<file path="config.mk">
export PLATFORM = sky130hd
export DESIGN_NAME = sct_capture_ctrl
export DESIGN_NICKNAME = d
export VERILOG_FILES = /design/src/inc/sct_pkg.sv /design/src/inc/sct_mem_if.sv /design/src/sct_capture_ctrl.sv /design/src/sct_sample_mem.sv
export SDC_FILE = /design/constraint.sdc
export NUM_CORES = 2
export LEC_CHECK = 0
export ABC_AREA = 1
export BUFFER_PORTS_ARGS = -buffer_cell sky130_fd_sc_hd__buf_4
export CORE_MARGIN = 2
export CORE_UTILIZATION = 40
export DETAILED_ROUTE_END_ITERATION = 8
export HOLD_SLACK_MARGIN = 0.1
export PLACE_DENSITY = 0.54
export SKIP_LAST_GASP = 1
export SYNTH_ARGS = -nofsm -noshare
export SYNTH_HDL_FRONTEND = slang
export SYNTH_SLANG_ARGS = --single-unit
</file>
<file path="constraint.sdc">
create_clock -name sys_clk -period 14.6 [get_ports sys_clk]
set_input_delay 1.46 -clock sys_clk [delete_from_list [all_inputs] [get_ports sys_clk]]
set_output_delay 1.46 -clock sys_clk [all_outputs]
set_load 0.02 [all_outputs]
</file>
<file path="src/inc/sct_pkg.sv">
// sct_pkg: register map, field positions, modes and fractions of the capture controller
// assumes a 32-bit Avalon-MM slave word addressing by byte offset
package sct_pkg;
    localparam int unsigned ADDR_W        = 8;
    localparam int unsigned DATA_W        = 32;
    // register byte offsets
    localparam logic [7:0] OFF_CTRL       = 8'h00;
    localparam logic [7:0] OFF_STATUS     = 8'h04;
    localparam logic [7:0] OFF_IRQ_STAT   = 8'h08;
    localparam logic [7:0] OFF_IRQ_MASK   = 8'h0C;
    localparam logic [7:0] OFF_RD_ADDR    = 8'h10;
    localparam logic [7:0] OFF_RD_DATA    = 8'h14;
    localparam logic [7:0] OFF_TRIG_ADDR  = 8'h18;
    // control fields
    localparam int unsigned CTRL_RUN      = 0;
    localparam int unsigned CTRL_STOP     = 1;
    localparam int unsigned CTRL_MODE_LSB = 4;
    localparam int unsigned CTRL_POS_LSB  = 8;
    localparam int unsigned CTRL_SEG_LSB  = 12;
    localparam int unsigned CTRL_SEG_W    = 3;
    // status / irq bits
    localparam int unsigned ST_DONE       = 0;
    localparam int unsigned ST_FILLED     = 1;
    localparam int unsigned ST_BUSY       = 2;
    localparam int unsigned ST_REFUSED    = 3;
    localparam int unsigned IRQ_W         = 3;
    localparam int unsigned IRQ_DONE      = 0;
    localparam int unsigned IRQ_TRIG      = 1;
    localparam int unsigned IRQ_REFUSE    = 2;
    // reset values
    localparam logic [31:0] CTRL_RESET    = 32'h0000_0000;
    localparam logic [31:0] READ_ZERO     = 32'h0000_0000;
    // post-trigger fractions, percent of the capture window (segment length in segmented mode)
    localparam int unsigned PCT_PRE       = 90;
    localparam int unsigned PCT_CENTER    = 50;
    localparam int unsigned PCT_POST      = 12;
    localparam int unsigned PCT_FULL      = 100;
    localparam int unsigned PCT_FULLPOST  = 88;

    typedef enum logic [1:0]
    {
        MODE_CONT = 2'b00,
        MODE_QUAL = 2'b01,
        MODE_SEG  = 2'b10
    } sct_mode_t;

    typedef enum logic [1:0]
    {
        POS_PRE    = 2'b00,
        POS_CENTER = 2'b01,
        POS_POST   = 2'b10
    } sct_pos_t;

    typedef enum logic [4:0]
    {
        ST_IDLE    = 5'b00001,
        ST_PREFILL = 5'b00010,
        ST_ARMED   = 5'b00100,
        ST_POSTF   = 5'b01000,
        ST_FIN     = 5'b10000
    } sct_state_t;
endpackage

</file>
<file path="src/inc/sct_mem_if.sv">
// sct_mem_if: write and read ports between the controller and its sample memory
// assumes one clock shared by both ends
`timescale 1ns/10ps
interface sct_mem_if #(parameter int unsigned AW = 8, parameter int unsigned DW = 16);
    logic          wrEn;
    logic [AW-1:0] wrAddr;
    logic [DW-1:0] wrData;
    logic [AW-1:0] rdAddr;
    logic [DW-1:0] rdData;
    modport ctrl (output wrEn, output wrAddr, output wrData, output rdAddr, input rdData);
    modport mem  (input wrEn, input wrAddr, input wrData, input rdAddr, output rdData);
endinterface

</file>
<file path="src/sct_capture_ctrl.sv">
// sct_capture_ctrl: acquisition write and trigger sequencing with Avalon-MM registers
// assumes sample and trigger inputs come from logic on sys_clk
//
// Overview of operation
// - next segment trigger watched right after trigger
// - next segment starts at fill end or trigger
// - pre position: tenth before, nine tenths after
// - one position setting for all segments
// - three modes: continuous, qualified, segmented
// - continuous mode fills memory before triggering
// - readout refused until a run starts; in continuous mode until memory filled once
// - segmented and qualified evaluate triggers immediately
// - early trigger accepted, only post data follows
// - post position captures twelve percent after trigger
// - post amount twelve, fifty, eighty-eight or ninety percent
// - each segment an independent buffer, then advance
`timescale 1ns/10ps
module sct_capture_ctrl
    import sct_pkg::*;
#(
    parameter int unsigned AW    = 8,
    parameter int unsigned DW    = 16,
    parameter int unsigned NSEGS = 4
) (
    // clock and reset
    input  wire logic                  sys_clk,
    input  wire logic                  resetn,
    // sampled user logic
    input  wire logic [DW-1:0]         sampleData,
    input  wire logic                  sampleQual,
    input  wire logic [NSEGS-1:0]      segTrigger,
    // avalon-mm slave
    input  wire logic [ADDR_W-1:0]     avs_address,
    input  wire logic                  avs_read,
    input  wire logic                  avs_write,
    input  wire logic [DATA_W-1:0]     avs_writedata,
    input  wire logic [3:0]            avs_byteenable,
    output logic      [DATA_W-1:0]     avs_readdata,
    output logic                       avs_waitrequest,
    // interrupt
    output logic                       irq
);
    import sct_pkg::*;

    localparam int unsigned SEG_MAX = 1 << CTRL_SEG_W;
    localparam int unsigned CW      = AW + 1;

    typedef struct packed {
        sct_state_t          fsm;
        logic [31:0]         ctrl;
        logic [IRQ_W-1:0]    irqStat;
        logic [IRQ_W-1:0]    irqMask;
        logic [AW-1:0]       rdAddr;
        logic [AW-1:0]       wrPtr;
        logic [AW-1:0]       segBase;
        logic [AW-1:0]       trigAddr;
        logic [CW-1:0]       fillCnt;
        logic [CW-1:0]       postCnt;
        logic [CW-1:0]       totalCnt;
        logic [CTRL_SEG_W-1:0] segIdx;
        logic                filledOnce;
        logic                done;
        logic                refused;
        logic                rdPend;
        logic                ack;
        logic [DATA_W-1:0]   rdData;
        logic                irqOut;
    } sct_regs_t;

    sct_regs_t state_reg, state_next;
    sct_mem_if #(.AW(AW), .DW(DW)) memPort ();

    sct_sample_mem #(.AW(AW), .DW(DW)) u_mem (
        .sys_clk (sys_clk),
        .port    (memPort)
    );

    // post-trigger length for a window of the given size
    function automatic logic [CW-1:0] postLen(input sct_pos_t pos, input logic [CW-1:0] win);
        logic [CW+7:0] prod;
        prod = '0;
        case (pos)
            POS_PRE:    prod = (CW+8)'(win) * (CW+8)'(PCT_PRE);
            POS_CENTER: prod = (CW+8)'(win) * (CW+8)'(PCT_CENTER);
            POS_POST:   prod = (CW+8)'(win) * (CW+8)'(PCT_POST);
            default:    prod = (CW+8)'(win) * (CW+8)'(PCT_FULLPOST);
        endcase
        postLen = CW'(prod / (CW+8)'(PCT_FULL));
        if (postLen == '0)
        begin
            postLen = CW'(1);
        end
    endfunction

    function automatic logic hit(input logic [ADDR_W-1:0] a, input logic [7:0] off);
        hit = (a == off);
    endfunction

    sct_mode_t              mode;
    sct_pos_t               pos;
    logic [CTRL_SEG_W-1:0]  segLast;
    logic [CW-1:0]          segLen;
    logic [CW-1:0]          depth;
    logic                   curTrig;
    logic                   nextTrig;
    logic                   lastSeg;
    logic                   canWrite;
    logic                   access;
    logic [31:0]            wMask;
    logic [IRQ_W-1:0]       irqSet;

    assign mode    = sct_mode_t'(state_reg.ctrl[CTRL_MODE_LSB +: 2]);
    assign pos     = sct_pos_t'(state_reg.ctrl[CTRL_POS_LSB +: 2]);
    assign segLast = (mode == MODE_SEG) ? state_reg.ctrl[CTRL_SEG_LSB +: CTRL_SEG_W]
                                        : '0;
    assign depth   = CW'(1) << AW;
    assign segLen  = depth >> ((mode == MODE_SEG) ? 32'(segLast != '0 ? $clog2(32'(segLast) + 1) : 0) : 0);
    assign lastSeg = (state_reg.segIdx == segLast);
    assign curTrig = segTrigger[state_reg.segIdx % NSEGS];
    assign nextTrig = !lastSeg && segTrigger[(state_reg.segIdx + 1'b1) % NSEGS];
    assign canWrite = (mode != MODE_QUAL) || sampleQual;
    assign access   = (avs_read || avs_write) && !state_reg.ack;

    assign memPort.wrData = sampleData;
    assign memPort.rdAddr = state_reg.rdAddr;
    assign memPort.wrAddr = state_reg.segBase + state_reg.wrPtr;
    assign memPort.wrEn   = canWrite && (state_reg.fsm == ST_PREFILL || state_reg.fsm == ST_ARMED
                                         || state_reg.fsm == ST_POSTF);

    always_comb
    begin
        state_next = state_reg;
        irqSet     = '0;
        wMask      = {{8{avs_byteenable[3]}}, {8{avs_byteenable[2]}},
                      {8{avs_byteenable[1]}}, {8{avs_byteenable[0]}}};
        state_next.ack    = access;
        state_next.rdPend = 1'b0;
        // capture sequencing
        case (state_reg.fsm)
            ST_IDLE:
            begin
                if (state_reg.ctrl[CTRL_RUN])
                begin
                    state_next.wrPtr    = '0;
                    state_next.segBase  = '0;
                    state_next.segIdx   = '0;
                    state_next.fillCnt  = '0;
                    state_next.totalCnt = '0;
                    state_next.done     = 1'b0;
                    state_next.filledOnce = (mode != MODE_CONT);
                    state_next.ctrl[CTRL_RUN] = 1'b0;
                    state_next.fsm = (mode == MODE_CONT) ? ST_PREFILL : ST_ARMED;
                end
            end
            ST_PREFILL:
            begin
                // continuous mode: a full memory before triggers count
                state_next.wrPtr   = state_reg.wrPtr + 1'b1;
                state_next.fillCnt = state_reg.fillCnt + 1'b1;
                if (state_reg.fillCnt == depth - 1'b1)
                begin
                    state_next.filledOnce = 1'b1;
                    state_next.fsm = ST_ARMED;
                end
                if (state_reg.ctrl[CTRL_STOP])
                begin
                    // stop before first fill leaves memory unreadable
                    state_next.ctrl[CTRL_STOP] = 1'b0;
                    state_next.fsm = ST_IDLE;
                end
            end
            ST_ARMED:
            begin
                if (canWrite)
                begin
                    state_next.wrPtr = AW'((CW'(state_reg.wrPtr) + 1'b1) % segLen);
                end
                // trigger wins over pre-trigger collection
                if (curTrig)
                begin
                    state_next.trigAddr = memPort.wrAddr;
                    state_next.postCnt  = postLen(pos, segLen);
                    irqSet[IRQ_TRIG]    = 1'b1;
                    state_next.fsm      = ST_POSTF;
                end
                if (state_reg.ctrl[CTRL_STOP])
                begin
                    state_next.ctrl[CTRL_STOP] = 1'b0;
                    state_next.fsm = ST_FIN;
                end
            end
            ST_POSTF:
            begin
                if (canWrite)
                begin
                    state_next.wrPtr   = AW'((CW'(state_reg.wrPtr) + 1'b1) % segLen);
                    state_next.postCnt = state_reg.postCnt - 1'b1;
                end
                // next segment at fill end or on its trigger
                if ((canWrite && state_reg.postCnt == CW'(1)) || nextTrig)
                begin
                    if (lastSeg)
                    begin
                        state_next.fsm = ST_FIN;
                    end
                    else
                    begin
                        // fresh independent segment
                        state_next.segIdx  = state_reg.segIdx + 1'b1;
                        state_next.segBase = AW'(CW'(state_reg.segBase) + segLen);
                        state_next.wrPtr   = '0;
                        state_next.fsm     = ST_ARMED;
                    end
                end
            end
            ST_FIN:
            begin
                state_next.done  = 1'b1;
                irqSet[IRQ_DONE] = 1'b1;
                state_next.fsm   = ST_IDLE;
            end
            default:
            begin
                state_next.fsm = ST_IDLE;
            end
        endcase

        // register access, one wait state then answer
        if (access && avs_write)
        begin
            if (hit(avs_address, OFF_CTRL))
            begin
                state_next.ctrl = (state_reg.ctrl & ~wMask) | (avs_writedata & wMask);
            end
            if (hit(avs_address, OFF_IRQ_MASK))
            begin
                state_next.irqMask = IRQ_W'(avs_writedata & wMask);
            end
            if (hit(avs_address, OFF_IRQ_STAT))
            begin
                state_next.irqStat = state_reg.irqStat & ~IRQ_W'(avs_writedata & wMask);
            end
            if (hit(avs_address, OFF_RD_ADDR))
            begin
                state_next.rdAddr = AW'(avs_writedata & wMask);
            end
        end
        if (access && avs_read)
        begin
            state_next.rdData  = READ_ZERO;
            state_next.refused = 1'b0;
            if (hit(avs_address, OFF_CTRL))
                state_next.rdData = state_reg.ctrl;
            if (hit(avs_address, OFF_STATUS))
                state_next.rdData = 32'({state_reg.refused, state_reg.fsm != ST_IDLE,
                                         state_reg.filledOnce, state_reg.done});
            if (hit(avs_address, OFF_IRQ_STAT))
                state_next.rdData = 32'(state_reg.irqStat);
            if (hit(avs_address, OFF_IRQ_MASK))
                state_next.rdData = 32'(state_reg.irqMask);
            if (hit(avs_address, OFF_RD_ADDR))
                state_next.rdData = 32'(state_reg.rdAddr);
            if (hit(avs_address, OFF_TRIG_ADDR))
                state_next.rdData = 32'(state_reg.trigAddr);
            if (hit(avs_address, OFF_RD_DATA))
            begin
                if (state_reg.filledOnce)
                begin
                    state_next.rdData = 32'(memPort.rdData);
                end
                else
                begin
                    state_next.refused  = 1'b1;
                    irqSet[IRQ_REFUSE] = 1'b1;
                end
            end
        end
        // hardware set wins over software clear
        state_next.irqStat = state_next.irqStat | irqSet;
        state_next.irqOut  = |(state_next.irqStat & state_next.irqMask);
    end

    always_ff @(posedge sys_clk or negedge resetn)
    begin
        if (!resetn)
        begin
            state_reg      <= '0;
            state_reg.fsm  <= ST_IDLE;
            state_reg.ctrl <= CTRL_RESET;
        end
        else
        begin
            state_reg <= state_next;
        end
    end

    assign avs_readdata    = state_reg.rdData;
    assign avs_waitrequest = !state_reg.ack;
    assign irq             = state_reg.irqOut;
endmodule // sct_capture_ctrl

</file>
<file path="src/sct_sample_mem.sv">
// sct_sample_mem: acquisition memory, one write and one registered read port
// assumes the controller keeps addresses inside the depth
`timescale 1ns/10ps
module sct_sample_mem #(
    parameter int unsigned AW = 8,
    parameter int unsigned DW = 16
) (
    // clock
    input wire logic sys_clk,
    // memory port
    sct_mem_if.mem   port
);
    logic [DW-1:0] storeArr [0:(1<<AW)-1];
    logic [DW-1:0] rdData_reg;

    always_ff @(posedge sys_clk)
    begin
        if (port.wrEn)
        begin
            storeArr[port.wrAddr] <= port.wrData;
        end
        rdData_reg <= storeArr[port.rdAddr];
    end

    assign port.rdData = rdData_reg;
endmodule // sct_sample_mem

</file>
==> impl_metrics.ini <==
[detailed_routing]
vias = 115822
drt_iter0_markers = 15166
wl_mm = 548
drt_pass1_iterations = 8
detail-route-antenna-nets = 0
via_per_inst = 5.78
post-route-drc-count = 0
wire_per_inst_um = 27.4

[die]
fp.dieH_um = 662
rows = 241
num_io_pins = 103
start_util_pct = 40.2
core_area_mm2 = 0.431
die_area_mm2 = 0.438
chipWidth_um = 662

[clock_tree]
cts_root_buf = clkbuf_16
cts_buffer_depth = 4
htreeDepth = 5
path_clk_slew_ps = 70
cts_tree = yes
numCtsBuffers = 436
hold_buffers = 0
cts.sinks = 4244
clock_latency_ps = 1060

[sta]
slew_viol_final = 2
tns_ps = 0
rsz0062_at_grt = no
clock_skew_ps = 126
setup_viol = 0
holdWs_ps = 447
finalHoldViolations = 0
fmax_ghz = 0.0763
period_minus_slack_ps = 13110
min_period_over_period_pct = 89.8
max_slew.worst_pin.slew_ps = 1520
fin_ws_ps = 1490
slew_headroom_pct = -1.59

[yosys]
synth-edff-count = 4096
ys_types = 69
yosys_warnings = 0
syn_area_mm2 = 0.173
ys.flop_type = edfxtp_1
synth_top_area_share_pct = 71.1
yosysTopAreaCell = edfxtp_1
synth_seq_cells = 4244
yosysSeqAreaShare_pct = 73.2
syn_inst = 13900
synth_area_leaders = edfxtp_1 71%, o21ai_0 8.0%, nor2_1 6.9%, o22ai_1 4.7%, clkbuf_1 2.0%
async_reset_ff_share_pct = 3.11
synth.avg_cell_area_um2 = 12.5

[power_and_ir_drop]
pwr-share-comb_pct = 11.5
clkPwrFrac_pct = 39.5
power.switching_w = 0.00708
leakage_nw = 65.0
cellInternalPower_w = 0.0204
switching_share_pct = 25.8
worst_ir_drop_vdd_mv = 0.245
seqPwrFrac_pct = 49.1
powerDensity_mw_per_mm2 = 141

[placed_design]
pre_cts_slack_ps = 479
gp_congestion = 0.893
dp_hpwl_mm = 317
io_buffers = 102
place_area_mm2 = 0.181

[finish]
postLayoutCoreUtil_pct = 45.3
design_area_mm2 = 0.195
largest_register_ffs = 4096
drive_gt1_share_pct = 9.50
synthToLayoutAreaGrowth_pct = 12.7
fin_nets = 14154
fillerInstances = 38901

[critical_path]
required_ps = 15420
crit_fanout = 12
cp.arrival_ps = 13930
ff2ff_setup_slack_ps = 1490
cp_slowest_cell = dfrtp_1
crit_top_cell = nand2_1
start_kind = register
worstSetupEndpointType = register
cp_slowest_stage_delay_ps = 400
path_class = register to register

[outcome]
status = complete, but fails checks
violations = capacitance limit, slew limit

[global_route]
grt_usage_pct = 24.3
grt_start_max_net_pins = 203
grt_overflow_total = 0
top_usage_layer = met2
use_met2_pct = 37.4
grt_pass1_vias = 106263
grt_use_met1_pct = 35.8
met3_usage_pct = 3.83
antenna_found_initial = 32
grt_pass1_wl_mm = 782

[job]
drv_cap = 1

[worst_hold_path]
hp-class = input port to async pin
-- cells in the final DEF (no fill, tap or decap), types with 11 or more instances in the layout --
cell type	instances
buf_4	539
xor2_1	30
clkbuf_16	441
nand2_2	41
bufinv_16	30
xnor2_1	17
a21oi_1	85
inv_1	243
mux2_2	15
o32ai_1	65
o21ai_0	2777
o21ai_1	15
clkinv_1	109
conb_1	19
nor3_1	22
dfxtp_1	16
nand2_4	28
ha_1	121
dfrtp_1	124
nand4_1	25
clkinv_2	84
nand2_1	382
buf_12	24
nand3_1	98
o221ai_1	11
clkbuf_1	101
buf_8	16
inv_6	17
nor2_1	3179
nor2_2	14
o211ai_1	14
o22ai_1	1298
fa_1	19
inv_2	17
diode_2	13
edfxtp_1	4096
a31oi_1	12
-- critical path: cells and delay by family, from the launching register on --
kind	cells	cell delay (ps)
buffers and inverters	18	1630
adder cells (fa/ha/maj)	9	2640
AND/OR/NAND/NOR	36	3610
flip-flops	1	400
AO/OA/AOI/OAI	31	4570
-- timing repair --
item,in CTS,in global routing
setup buffers,0,5
gates resized for setup,0,25
endpoints found under the setup margin,0,7
-- cell type report --
type / instances / area (um2) / area share (%)
Clock buffer: 544 / 11400 / 5.86
Clock inverter: 258 / 2170 / 1.11
Tap cell: 5710 / 7140 / 3.66
Timing Repair Buffer: 581 / 4790 / 2.45
Inverter: 272 / 1070 / 0.547
Antenna cell: 13 / 32.5 / 0.0167
Sequential cell: 4244 / 127000 / 64.9
Multi-Input combinational cell: 8410 / 41800 / 21.4
-- cells in the mapped netlist, types with 11 or more instances --
cell type,n
nand4_1,25
dfxtp_1,16
a31oi_1,12
edfxtp_1,4096
clkbuf_1,917
inv_2,19
ha_1,121
nand3_1,98
buf_4,33
o221ai_1,11
o22ai_1,1298
fa_1,19
o21ai_0,2783
o211ai_1,14
nand2_4,15
dfrtp_1,131
o21ai_1,12
a21oi_1,88
xnor2_1,17
o21bai_1,11
nand2_1,400
buf_1,38
inv_1,246
mux2_2,15
nand2_2,36
xor2_1,30
o32ai_1,69
nor2_1,3189
nor3_1,22
-- kinds of logic after synthesis --
kind of cell,synth area share [%]
flip-flops,73.2
AO/OA/AOI/OAI,13.9
adder cells (fa/ha/maj),1.09
other,0.00434
buffers and inverters,2.83
XOR/XNOR,0.238
AND/OR/NAND/NOR,8.70
multiplexers,0.0976
-- per-layer routing --
metal,up-vias,routed length [um]
met2,5013,247000
met3,683,46900
met1,58611,239000
met4,0,15700
li1,51515,-
met5,-,0
-- metrics by stage --
stage | power [W] | instances
6_report | 0.0275 | 20032
3_3_place_gp | 0.0168 | 19212
5_1_grt | 0.0284 | 20021
4_1_cts | 0.0276 | 20014
2_1_floorplan | 0.0157 | 13917
3_5_place_dp | 0.0169 | 19212
-- final timing paths --
check | startpoint | end | depth (start not counted)
hold reg to reg | avs_readdata[21] | avs_readdata[21] | 2
min in group sys_clk | avs_readdata[21] | avs_readdata[21] | 2
setup / recovery | mode[0] | state_reg[89] | 94
hold / removal | resetn | pos[1] | 1
setup reg to reg | mode[0] | state_reg[89] | 94
max in group asynchronous | resetn | memPort.rdAddr[2] | 2
-- power by group through the flow --
stage	registers, W	clock network, W	logic, W
6_report	0.0135	0.0108	0.00315
2_1_floorplan	0.0137	0	0.00204
3_3_place_gp	0.0137	0	0.00312
3_5_place_dp	0.0137	0	0.00312
4_1_cts	0.0135	0.0110	0.00313
5_1_grt	0.0135	0.0114	0.00350
(Power assumes the default switching activity.)
